### config.mk
export PLATFORM = sky130hd
export DESIGN_NAME = alarm_flag_latch
export DESIGN_NICKNAME = d
export VERILOG_FILES = /design/src/rtl/alarm_flag_pkg.sv /design/src/rtl/alarm_flag_latch.sv
export SDC_FILE = /design/constraint.sdc
export NUM_CORES = 1
export LEC_CHECK = 0
export BUFFER_PORTS_ARGS = -buffer_cell sky130_fd_sc_hd__buf_2
export CAP_MARGIN = 10
export CORE_AREA = 2 2 139 141
export DETAILED_ROUTE_END_ITERATION = 10
export DIE_AREA = 0 0 141 143
export GPL_ROUTABILITY_DRIVEN = 1
export REMOVE_ABC_BUFFERS = 1
export SLEW_MARGIN = 15
export SYNTH_ARGS = -nofsm -noshare
export SYNTH_HDL_FRONTEND = slang
export SYNTH_SLANG_ARGS = --single-unit
### constraint.sdc
create_clock -name clk -period 3.2 [get_ports clk]
set_input_delay 0.16 -clock clk [delete_from_list [all_inputs] [get_ports clk]]
set_output_delay 0.16 -clock clk [all_outputs]
set_load 0.01 [all_outputs]
### src/rtl/alarm_flag_pkg.sv
package alarm_flag_pkg;

  localparam int AXI_ADDR_W = 8;
  localparam int AXI_DATA_W = 32;
  localparam int FLAG_W     = 16;
  localparam int SAFETY_W   = 8;
  localparam int SF_ALERT_W = 24;
  localparam int PF_ALERT_W = 32;
  localparam int PF_FAULT_W = 32;
  localparam int VOLT_W     = 16;

  localparam logic [AXI_ADDR_W-1:0] OFS_LATCHED   = 8'h00;
  localparam logic [AXI_ADDR_W-1:0] OFS_UNLATCHED = 8'h04;
  localparam logic [AXI_ADDR_W-1:0] OFS_MASK      = 8'h08;

  // bit 8 is the reserved_zero position in all three words
  localparam logic [FLAG_W-1:0] RESERVED_ZERO_KEEP = 16'hFEFF;
  localparam logic [FLAG_W-1:0] FLAGS_RESET        = 16'h0000;

  localparam int BIT_SAFETY_BC    = 15;
  localparam int BIT_SAFETY_A     = 14;
  localparam int BIT_PF_FLAG      = 13;
  localparam int BIT_SF_ALERT     = 12;
  localparam int BIT_PF_ALERT     = 11;
  localparam int BIT_INIT_BEGUN   = 10;
  localparam int BIT_INIT_DONE    = 9;
  localparam int BIT_FULL_LOOP    = 7;
  localparam int BIT_CHG_OFF      = 6;
  localparam int BIT_DSG_OFF      = 5;
  localparam int BIT_STACK_LOW    = 4;
  localparam int BIT_FUSE         = 3;
  localparam int BIT_BALANCING    = 2;
  localparam int BIT_ADC_PASS     = 1;
  localparam int BIT_WAKE         = 0;

  localparam logic [1:0] RESP_OKAY   = 2'h0;
  localparam logic [1:0] RESP_SLVERR = 2'h2;

  typedef struct packed {
    logic [SAFETY_W-1:0]   safety_a;
    logic [SAFETY_W-1:0]   safety_b;
    logic [SAFETY_W-1:0]   safety_c;
    logic [PF_FAULT_W-1:0] pf_fault;
    logic [PF_FAULT_W-1:0] pf_fault_en;
    logic [SF_ALERT_W-1:0] sf_alert;
    logic [SF_ALERT_W-1:0] sf_alert_mask;
    logic [PF_ALERT_W-1:0] pf_alert;
    logic [PF_ALERT_W-1:0] pf_alert_mask;
    logic                  adc_pass_pulse;
    logic                  full_loop_pulse;
    logic                  charge_switch;
    logic                  discharge_switch;
    logic [VOLT_W-1:0]     stack_voltage;
    logic [VOLT_W-1:0]     shutdown_stack_voltage;
    logic                  fuse_drive_self;
    logic                  fuse_drive_secondary;
    logic                  balancing_active;
    logic                  wake_pulse;
  } alarm_src_t;

  typedef enum logic [1:0] {
    WR_IDLE = 2'h1,
    WR_RESP = 2'h2
  } wr_state_t;

  typedef enum logic [1:0] {
    RD_IDLE = 2'h1,
    RD_DATA = 2'h2
  } rd_state_t;

  typedef enum logic [1:0] {
    SEL_NONE      = 2'h0,
    SEL_LATCHED   = 2'h1,
    SEL_UNLATCHED = 2'h2,
    SEL_MASK      = 2'h3
  } reg_sel_t;

endpackage

### src/rtl/alarm_flag_latch.sv
// Overview of operation
// - raw bit 15 set while any bit of safety words two or three is set
// - raw bit 14 set while any bit of safety word one is set
// - raw bit 13 set when an enabled permanent-failure fault triggers
// - raw bit 12 set when a safety alert also enabled in its mask triggers
// - raw bit 11 set when a failure alert also enabled in its mask triggers
// - raw bit 10 sets shortly after reset, marking that initialization began
// - raw bit 9 sets after initialization once the first adc pass completed
// - raw bit 7 sets after first full loop and then stays set
// - latched bit 7 sets on every full loop completion when enabled
// - raw bit 6 high while the charge switch is off
// - raw bit 5 high while the discharge switch is off
// - raw bit 4 high while stack voltage is below shutdown threshold
// - raw bit 3 high while fuse is driven by device or secondary protector
// - raw bit 2 high while cell balancing is active
// - raw bit 1 sets after first adc pass and then stays set
// - latched bit 1 sets on every adc pass when enabled
// - raw bit 0 set when the device wakes from sleep
// - raw word is readable unlatched and selectable for latching and alert
// - enable mask gates latching; host may rewrite it at any time
// - enable mask loads the default alarm mask at reset
// - alert output is driven from the latched word
// - writing one clears a latched bit unless its event sets it again in that cycle; only those bits clear
// - enabled raw flag other than bits 7 and 1 sets and holds its latched bit
//
// The address map and register access over AXI4-Lite were chosen for this implementation.
`timescale 1ns/100ps

module alarm_flag_latch
  import alarm_flag_pkg::*;
(
  input  wire logic                  clk,
  input  wire logic                  rst,
  input  wire alarm_src_t            src,
  input  wire logic [FLAG_W-1:0]     default_alarm_mask,
  output logic                       alert,
  input  wire logic [AXI_ADDR_W-1:0] s_axi_awaddr,
  input  wire logic                  s_axi_awvalid,
  output logic                       s_axi_awready,
  input  wire logic [AXI_DATA_W-1:0] s_axi_wdata,
  input  wire logic [3:0]            s_axi_wstrb,
  input  wire logic                  s_axi_wvalid,
  output logic                       s_axi_wready,
  output logic [1:0]                 s_axi_bresp,
  output logic                       s_axi_bvalid,
  input  wire logic                  s_axi_bready,
  input  wire logic [AXI_ADDR_W-1:0] s_axi_araddr,
  input  wire logic                  s_axi_arvalid,
  output logic                       s_axi_arready,
  output logic [AXI_DATA_W-1:0]      s_axi_rdata,
  output logic [1:0]                 s_axi_rresp,
  output logic                       s_axi_rvalid,
  input  wire logic                  s_axi_rready
);

  function automatic reg_sel_t decode(input logic [AXI_ADDR_W-1:0] a);
    reg_sel_t s;
    s = SEL_NONE;
    case (a)
      OFS_LATCHED:   s = SEL_LATCHED;
      OFS_UNLATCHED: s = SEL_UNLATCHED;
      OFS_MASK:      s = SEL_MASK;
      default:       s = SEL_NONE;
    endcase
    return s;
  endfunction

  // only the two low byte lanes carry flag bits
  function automatic logic [FLAG_W-1:0] lanes(input logic [3:0] st);
    return {{8{st[1]}}, {8{st[0]}}};
  endfunction

  logic [FLAG_W-1:0]     latched_reg;
  logic [FLAG_W-1:0]     latched_next;
  logic [FLAG_W-1:0]     raw_reg;
  logic [FLAG_W-1:0]     raw_next;
  logic [FLAG_W-1:0]     mask_reg;
  logic [FLAG_W-1:0]     event_vec;
  logic [FLAG_W-1:0]     set_vec;
  logic [FLAG_W-1:0]     clr_vec;
  logic                  init_begun_reg;
  logic                  init_done_reg;
  logic                  full_loop_seen_reg;
  logic                  adc_pass_seen_reg;
  logic                  alert_reg;
  wr_state_t             wr_state_reg;
  rd_state_t             rd_state_reg;
  logic                  aw_got_reg;
  logic                  w_got_reg;
  logic [AXI_ADDR_W-1:0] waddr_reg;
  logic [FLAG_W-1:0]     wdata_reg;
  logic [3:0]            wstrb_reg;
  logic                  awready_reg;
  logic                  wready_reg;
  logic                  bvalid_reg;
  logic [1:0]            bresp_reg;
  logic                  arready_reg;
  logic                  rvalid_reg;
  logic [AXI_DATA_W-1:0] rdata_reg;
  logic [1:0]            rresp_reg;
  logic                  wr_fire;
  reg_sel_t              wr_sel;

  assign wr_fire = (wr_state_reg == WR_IDLE) && aw_got_reg && w_got_reg;
  assign wr_sel  = decode(waddr_reg);

  // progress flags are sticky until the next reset
  always_ff @(posedge clk)
  begin
    if (rst)
    begin
      init_begun_reg     <= 1'b0;
      init_done_reg      <= 1'b0;
      full_loop_seen_reg <= 1'b0;
      adc_pass_seen_reg  <= 1'b0;
    end
    else
    begin
      init_begun_reg <= 1'b1;
      if (init_begun_reg && src.adc_pass_pulse)
        init_done_reg <= 1'b1;
      if (src.full_loop_pulse)
        full_loop_seen_reg <= 1'b1;
      if (src.adc_pass_pulse)
        adc_pass_seen_reg <= 1'b1;
    end
  end

  always_comb
  begin
    raw_next                  = FLAGS_RESET;
    raw_next[BIT_SAFETY_BC]   = |src.safety_b || |src.safety_c;
    raw_next[BIT_SAFETY_A]    = |src.safety_a;
    raw_next[BIT_PF_FLAG]     = |(src.pf_fault & src.pf_fault_en);
    raw_next[BIT_SF_ALERT]    = |(src.sf_alert & src.sf_alert_mask);
    raw_next[BIT_PF_ALERT]    = |(src.pf_alert & src.pf_alert_mask);
    raw_next[BIT_INIT_BEGUN]  = init_begun_reg;
    raw_next[BIT_INIT_DONE]   = init_done_reg;
    raw_next[BIT_FULL_LOOP]   = full_loop_seen_reg;
    raw_next[BIT_CHG_OFF]     = !src.charge_switch;
    raw_next[BIT_DSG_OFF]     = !src.discharge_switch;
    raw_next[BIT_STACK_LOW]   = src.stack_voltage < src.shutdown_stack_voltage;
    raw_next[BIT_FUSE]        = src.fuse_drive_self || src.fuse_drive_secondary;
    raw_next[BIT_BALANCING]   = src.balancing_active;
    raw_next[BIT_ADC_PASS]    = adc_pass_seen_reg;
    raw_next[BIT_WAKE]        = src.wake_pulse;
  end

  // scan bits latch per completion, not from the sticky raw copy
  always_comb
  begin
    event_vec                = raw_next;
    event_vec[BIT_FULL_LOOP] = src.full_loop_pulse;
    event_vec[BIT_ADC_PASS]  = src.adc_pass_pulse;
    set_vec                  = event_vec & mask_reg & RESERVED_ZERO_KEEP;
    clr_vec                  = FLAGS_RESET;
    if (wr_fire && wr_sel == SEL_LATCHED)
      clr_vec = wdata_reg & lanes(wstrb_reg);
    // a new event in the clearing cycle keeps its bit
    latched_next = ((latched_reg & ~clr_vec) | set_vec) & RESERVED_ZERO_KEEP;
  end

  always_ff @(posedge clk)
  begin
    if (rst)
    begin
      latched_reg <= FLAGS_RESET;
      raw_reg     <= FLAGS_RESET;
      alert_reg   <= 1'b0;
    end
    else
    begin
      latched_reg <= latched_next;
      raw_reg     <= raw_next & RESERVED_ZERO_KEEP;
      alert_reg   <= |latched_next;
    end
  end

  // reset is synchronous, so the strap level is caught on a clock edge
  always_ff @(posedge clk)
  begin
    if (rst)
      mask_reg <= default_alarm_mask & RESERVED_ZERO_KEEP;
    else if (wr_fire && wr_sel == SEL_MASK)
      mask_reg <= ((mask_reg & ~lanes(wstrb_reg)) | (wdata_reg & lanes(wstrb_reg)))
                  & RESERVED_ZERO_KEEP;
  end

  // address and data may arrive in either order; each is held until both are in
  always_ff @(posedge clk)
  begin
    if (rst)
    begin
      wr_state_reg <= WR_IDLE;
      aw_got_reg   <= 1'b0;
      w_got_reg    <= 1'b0;
      waddr_reg    <= '0;
      wdata_reg    <= FLAGS_RESET;
      wstrb_reg    <= 4'h0;
      awready_reg  <= 1'b0;
      wready_reg   <= 1'b0;
      bvalid_reg   <= 1'b0;
      bresp_reg    <= RESP_OKAY;
    end
    else
    begin
      case (wr_state_reg)
        WR_IDLE:
        begin
          if (s_axi_awvalid && awready_reg)
          begin
            aw_got_reg  <= 1'b1;
            waddr_reg   <= s_axi_awaddr;
            awready_reg <= 1'b0;
          end
          else if (!aw_got_reg)
            awready_reg <= 1'b1;
          if (s_axi_wvalid && wready_reg)
          begin
            w_got_reg  <= 1'b1;
            wdata_reg  <= s_axi_wdata[FLAG_W-1:0];
            wstrb_reg  <= s_axi_wstrb;
            wready_reg <= 1'b0;
          end
          else if (!w_got_reg)
            wready_reg <= 1'b1;
          if (wr_fire)
          begin
            aw_got_reg   <= 1'b0;
            w_got_reg    <= 1'b0;
            bvalid_reg   <= 1'b1;
            bresp_reg    <= (wr_sel == SEL_NONE) ? RESP_SLVERR : RESP_OKAY;
            wr_state_reg <= WR_RESP;
          end
        end
        WR_RESP:
        begin
          if (s_axi_bready)
          begin
            bvalid_reg   <= 1'b0;
            awready_reg  <= 1'b1;
            wready_reg   <= 1'b1;
            wr_state_reg <= WR_IDLE;
          end
        end
        default:
        begin
          wr_state_reg <= WR_IDLE;
          aw_got_reg   <= 1'b0;
          w_got_reg    <= 1'b0;
          bvalid_reg   <= 1'b0;
        end
      endcase
    end
  end

  always_ff @(posedge clk)
  begin
    if (rst)
    begin
      rd_state_reg <= RD_IDLE;
      arready_reg  <= 1'b0;
      rvalid_reg   <= 1'b0;
      rdata_reg    <= '0;
      rresp_reg    <= RESP_OKAY;
    end
    else
    begin
      case (rd_state_reg)
        RD_IDLE:
        begin
          if (s_axi_arvalid && arready_reg)
          begin
            arready_reg  <= 1'b0;
            rvalid_reg   <= 1'b1;
            rresp_reg    <= RESP_OKAY;
            rd_state_reg <= RD_DATA;
            case (decode(s_axi_araddr))
              SEL_LATCHED:   rdata_reg <= {16'h0000, latched_reg};
              SEL_UNLATCHED: rdata_reg <= {16'h0000, raw_reg};
              SEL_MASK:      rdata_reg <= {16'h0000, mask_reg};
              default:
              begin
                rdata_reg <= '0;
                rresp_reg <= RESP_SLVERR;
              end
            endcase
          end
          else
            arready_reg <= 1'b1;
        end
        RD_DATA:
        begin
          if (s_axi_rready)
          begin
            rvalid_reg   <= 1'b0;
            arready_reg  <= 1'b1;
            rd_state_reg <= RD_IDLE;
          end
        end
        default:
        begin
          rd_state_reg <= RD_IDLE;
          rvalid_reg   <= 1'b0;
        end
      endcase
    end
  end

  assign alert         = alert_reg;
  assign s_axi_awready = awready_reg;
  assign s_axi_wready  = wready_reg;
  assign s_axi_bvalid  = bvalid_reg;
  assign s_axi_bresp   = bresp_reg;
  assign s_axi_arready = arready_reg;
  assign s_axi_rvalid  = rvalid_reg;
  assign s_axi_rdata   = rdata_reg;
  assign s_axi_rresp   = rresp_reg;

  a_safety_bc_raw: assert property (@(posedge clk) disable iff (rst)
    !$past(rst) |-> raw_reg[BIT_SAFETY_BC] == ($past(|src.safety_b) || $past(|src.safety_c)))
    else $error("raw bit 15 does not follow safety words two and three");

  a_stack_low_raw: assert property (@(posedge clk) disable iff (rst)
    !$past(rst) |->
      raw_reg[BIT_STACK_LOW] == $past(src.stack_voltage < src.shutdown_stack_voltage))
    else $error("raw bit 4 does not follow stack voltage compare");

  a_init_order: assert property (@(posedge clk) disable iff (rst)
    raw_reg[BIT_INIT_DONE] |-> raw_reg[BIT_INIT_BEGUN])
    else $error("init done raised before init begun");

  a_init_begun_soon: assert property (@(posedge clk) disable iff (rst)
    $fell(rst) |-> ##2 raw_reg[BIT_INIT_BEGUN])
    else $error("init begun flag late after reset");

  a_scan_sticky: assert property (@(posedge clk) disable iff (rst)
    raw_reg[BIT_ADC_PASS] |=> raw_reg[BIT_ADC_PASS])
    else $error("adc pass raw flag dropped");

  a_latch_sets: assert property (@(posedge clk) disable iff (rst)
    (set_vec != FLAGS_RESET) |=> (latched_reg & $past(set_vec)) == $past(set_vec))
    else $error("enabled event did not latch");

  a_latch_holds: assert property (@(posedge clk) disable iff (rst)
    1'b1 |=> (latched_reg & $past(latched_reg & ~clr_vec)) == $past(latched_reg & ~clr_vec))
    else $error("latched bit cleared without a one written");

  a_w1c_clears: assert property (@(posedge clk) disable iff (rst)
    (wr_fire && wr_sel == SEL_LATCHED) |=> (latched_reg & $past(clr_vec & ~set_vec)) == 16'h0000)
    else $error("written one did not clear latched bit");

  a_alert_tracks: assert property (@(posedge clk) disable iff (rst)
    alert_reg == (latched_reg != FLAGS_RESET))
    else $error("alert disagrees with latched word");

  a_reserved_zero: assert property (@(posedge clk) disable iff (rst)
    !latched_reg[8] && !raw_reg[8] && !mask_reg[8])
    else $error("reserved bit 8 is set");

  a_mask_default: assert property (@(posedge clk)
    $fell(rst) |-> mask_reg == ($past(default_alarm_mask) & RESERVED_ZERO_KEEP))
    else $error("mask not loaded from default after reset");

  a_write_resp: assert property (@(posedge clk) disable iff (rst)
    wr_fire |=> s_axi_bvalid ##0 (wr_state_reg == WR_RESP))
    else $error("write response missing");

endmodule

**After elaboration in Yosys (flattened, before gate mapping)**

Cells that the tools add are included.

- Equality and inequality tests: 21
- Multiplexer cells: 40
- Magnitude comparators: 1
- Bitwise logic cells: 12
- Reduce and logical (&&, ||, !) cells: 37

Operators by type and width:

| kind | count |
|---|---|
| 16-bit bitwise AND | 4 |
| 32-bit bitwise AND | 2 |
| 32-bit OR reduction | 2 |
| 16-bit two-way mux | 3 |
| 16-bit case mux with 3 select lines | 1 |
| 16-bit NOT | 2 |
| 16-bit OR | 2 |
| 24-bit bitwise AND | 1 |
| 24-bit OR reduction | 1 |
| 8-bit OR reduction | 3 |
| 2-bit two-way mux | 9 |
| 2-bit AND reduction | 9 |
| 8-bit by 3-bit equality test with 1-bit output, second input constant | 2 |
| 8-bit by 4-bit equality test with 1-bit output, second input constant | 2 |
| 8-bit logical NOT | 2 |
| 16-bit < comparator | 1 |
| 1-bit two-way mux | 16 |
| 15-bit OR reduction | 1 |
| 1-bit case mux with 2 select lines | 7 |
| 3-bit by 2-bit inequality test with 1-bit output, second input constant | 4 |
| 2-bit case mux with 3 select lines | 2 |
| 2-bit equality test, second input constant | 5 |
| 2-bit by 1-bit equality test with 1-bit output, second input constant | 4 |
| 1-bit logical AND | 8 |
| 9 further kinds | 18 |

- Word-level logic and storage cells: 136
- Output and inout port bits: 42
- Input port bits: 315
- Register bits: 125

**Depth between registers and ports, before layout**

- Depth in word-level cells: 9
- Gate-level depth with buffers: 9
- Mapped depth without buffers: 8

**Worst setup path after synthesis**

No wires, ideal clock.

- Kind: input to register
- Start: input port src[19] (netlist name)
- End: register alert_reg, in the netlist alert
- Slack: 1.411 ns
- Arrival time: 1.651 ns
- Data required time: 3.062 ns
- Setup time: 0.138 ns
- Path buffers: 0
- Stages: 8
- Path through: inv_1 > ha_1 > nand4_1 > or3_1 > a221oi_2 > nor4b_1 > nor4_1 > a41oi_1

- Longest elaborated chain between the ends: 4

Ends and longest elaborated chain:

| item | RTL line | source |
|---|---|---|
| from (decl) | alarm_flag_latch.sv:34 | `input wire alarm_src_t src,` |
| 16-bit < comparator | alarm_flag_latch.sv:142 | `raw_next[BIT_STACK_LOW] = src.stack_voltage < src.shutdown_stack_voltage;` |
| 16-bit bitwise AND | alarm_flag_latch.sv:155 | `set_vec = event_vec & mask_reg & RESERVED_ZERO_KEEP;` |
| 16-bit OR | alarm_flag_latch.sv:160 | `latched_next = ((latched_reg & ~clr_vec) \| set_vec) & RESERVED_ZERO_KEEP;` |
| 15-bit OR reduction | alarm_flag_latch.sv:175 | `alert_reg <= \|latched_next;` |
| to (signal assigned) | alarm_flag_latch.sv:175 |  |
| to (decl) | alarm_flag_latch.sv:85 | `logic alert_reg;` |

Every way passes these cells.
A chain may end at the register's enable or synchronous reset.

**Final worst setup path**

- Start: register wr_state_reg[1]
- End: register alert_reg, in the netlist alert

- Longest elaborated chain between the ends: 9

Ends and longest elaborated chain:

| item | RTL line | source |
|---|---|---|
| from (decl) | alarm_flag_latch.sv:86 | `wr_state_t wr_state_reg;` |
| from (signal assigned) | alarm_flag_latch.sv:194 | `wr_state_reg <= WR_IDLE;` |
| from (signal assigned) | alarm_flag_latch.sv:233 | `wr_state_reg <= WR_RESP;` |
| from (signal assigned) | alarm_flag_latch.sv:243 | `wr_state_reg <= WR_IDLE;` |
| 2-bit by 1-bit equality test with 1-bit output | alarm_flag_latch.sv:104 | `assign wr_fire = (wr_state_reg == WR_IDLE) && aw_got_reg && w_got_reg;` |
| 1-bit logical AND (2 in series) | alarm_flag_latch.sv:104 |  |
| 1-bit logical AND | alarm_flag_latch.sv:157 | `if (wr_fire && wr_sel == SEL_LATCHED)` |
| 16-bit two-way mux | alarm_flag_latch.sv:157 |  |
| 16-bit NOT | alarm_flag_latch.sv:160 |  |
| 16-bit bitwise AND | alarm_flag_latch.sv:160 |  |
| 16-bit OR | alarm_flag_latch.sv:160 |  |
| 15-bit OR reduction | alarm_flag_latch.sv:175 |  |

Every way passes these cells.

==> reports/metrics.csv <==
metric,value,unit
outcome,"complete, no violations",
Netlist cell types,48,
Post-route DRC,0,
drt total wl,19200,um
Final Hold Vio Count,0,
total congestion overflow,0,
Synth top cells by count,"106 x nand2_1, 86 x dfxtp_1, 60 x a22oi_1",
DR WL/cell,16.4,um
Worst Path Max Fanout,11,
final-layout fill cell count,1933,
Yosys top cell area share,33.4,%
"Setup Fix Bufs, Post-CTS",0,
minimum clock period,2330,ps
Pins Over Slew Limit,0,
port buffer count,317,
#FFs+latches synth,101,
First-pass DRT Iterations,4,
Post-Place Setup Slack,875,ps
critical path class,reg -> reg,
Placement Cell Area,6890,um^2
latest clock arrival within the worst-skew pair,340,ps
H-tree Lvls,3,
Lkg Pwr,3.47,nW
clock slew at reported path FFs,70,ps
RSZ-0062 raised after global routing,no,
final worst setup slack,866,ps
Syn-to-layout area delta,39.3,%
Horiz. Die Dim,141,um
CP Launch Type,flip-flop,
GP Congestion,0.849,
core area,18600,um^2
Post-Syn Area,5160,um^2
"Async S/R FF share, synth",0,%
Ports,357,
Slew HR,42.8,%
top post-synthesis cells by area,"dfxtp_1 33%, a22oi_1 8.7%, edfxtp_1 8.7%",
post-synthesis cell count,622,
Finish-stage setup viols,0,
peak supply drop,0.000277,V
Hold Startpoint,src[3],
Worst Hold Slack,32.7,ps
Worst-Margin Slew,857,ps
Final Cycle Share,72.9,%
clock root buffer master,clkbuf_16,
Via density,4.71,
Synth Area per Inst,8.29,um^2
vias in the first global route,5228,
top_reg_cell synth,dfxtp_1,
Nets,1262,
TritonCTS Buffers,9,
layout cell share with drive strength beyond 1,36.7,%
post-route ant nets,0,
Critical Path AT,2540,ps
# rows,50,
power density over the cells,410,nW/um^2
reg2reg start,wr_state_reg[1],
Post-Layout Inst Area,7190,um^2
initial antenna violation count,10,
Die Y,143,um
CP startpoint,wr_state_reg[1],
MaxCap Viol Count,0,
skew final,6.11,ps
top-count cell post-synth,nand2_1,
Worst Hold Class,in -> reg,
GR Util All Layers,18.6,%
Sink Count,101,
maximum clock frequency,429,MHz
setup TNS,0,ps
detailed-route via count,5515,
largest net degree at the start of global routing,87,
HPWL Detailed,16000,um
"area leader, netlist",dfxtp_1,
Crit. End Element,flip-flop,
CTS max path bufs,2,
Synth warnings,0,
Post-synth EDFFs,15,
Die ar.,20200,um^2
worst path required time,3410,ps
Iter 0 DRT Violations,248,
sequential fraction of the synthesis area,42.1,%
Tot Pwr,2.94,mW
Initial Util,27.8,%
CTS tree,done,
first-pass GRT wire length,28800,um
[where the power goes]
group / internal, mW / leakage (nW) / total [mW] / switching (mW)
combinational: 0.261 / 2.47 / 0.531 / 0.271
clock: 0.531 / 0.134 / 1.00 / 0.472
sequential: 1.36 / 0.860 / 1.41 / 0.0509
total: 2.15 / 3.47 / 2.94 / 0.794
[cell type report]
type                            instances  area, um^2  share of cell area, %
Multi-Input combinational cell        461        2680                   37.3
Sequential cell                       101        2170                   30.2
Timing Repair Buffer                  323        1640                   22.8
Tap cell                              234         293                   4.07
Clock buffer                           11         233                   3.24
Inverter                               34         128                   1.78
Clock inverter                          5        36.3                  0.505
Antenna cell                            1        2.50                 0.0348
[logic make-up after synthesis]
logic type / share of synthesized area, %
fa+ha+maj: 4.12
mux: 4.68
compound gates: 20.8
buf+inv: 7.20
simple gates: 21.0
flops: 42.1
other cells: 0.0727
[path summary, 6_finish.rpt]
kind	cells past startpoint	slack, ps	endpoint
worst max-delay path	8	870	alert
worst min-delay path	3	30	raw_reg[3]
worst max register to register	8	870	alert
worst min register to register	2	470	adc_pass_seen_reg
[stage by stage]
stage               utilization, %  cells
finish                        38.7   1170
global route                  38.7   1169
CTS                           38.7   1169
detailed placement            37.1   1151
global placement              37.1   1151
floorplan                        -    596
[layout by cell type (no fill, tap or decap), drive strengths merged, types with 3 or more instances in the layout]
cell type and n:
a211oi 4, a21oi 39, a221oi 3, a22oi 60, a41oi 3, buf 321
clkbuf 11, clkinv 4, conb 19, dfxtp 86, edfxtp 15, ha 17
inv 35, mux2i 23, nand2 106, nand3 7, nand4 17, nor2 53
nor2b 13, nor3 13, nor3b 3, nor4 10, o21a 5, o21ai 43
or3 3
[metal layers]
layer / track usage, % / vias up / share of wire [%]
met5: 0 / - / 0.31
met1: 26.0 / 2442 / 48
met2: 28.1 / 239 / 41
met3: 6.54 / 15 / 9.4
li1: - / 2811 / -
met4: 2.74 / 8 / 0.53
[worst max-delay path, cell delays in order, from the launching register on]
cell	delay (ps)
dfxtp_1	330
inv_1	60
ha_1	330
and3_1	340
nand4_1	240
a221oi_2	420
nand2_1	90
nor3_1	250
a41oi_1	140
[repair_timing]
item,CTS,global route
hold endpoints to repair,2,0
endpoints found under the setup margin,0,0
hold buffers,2,0
resized for setup,0,0
Power figures use the tool's default switching activity.
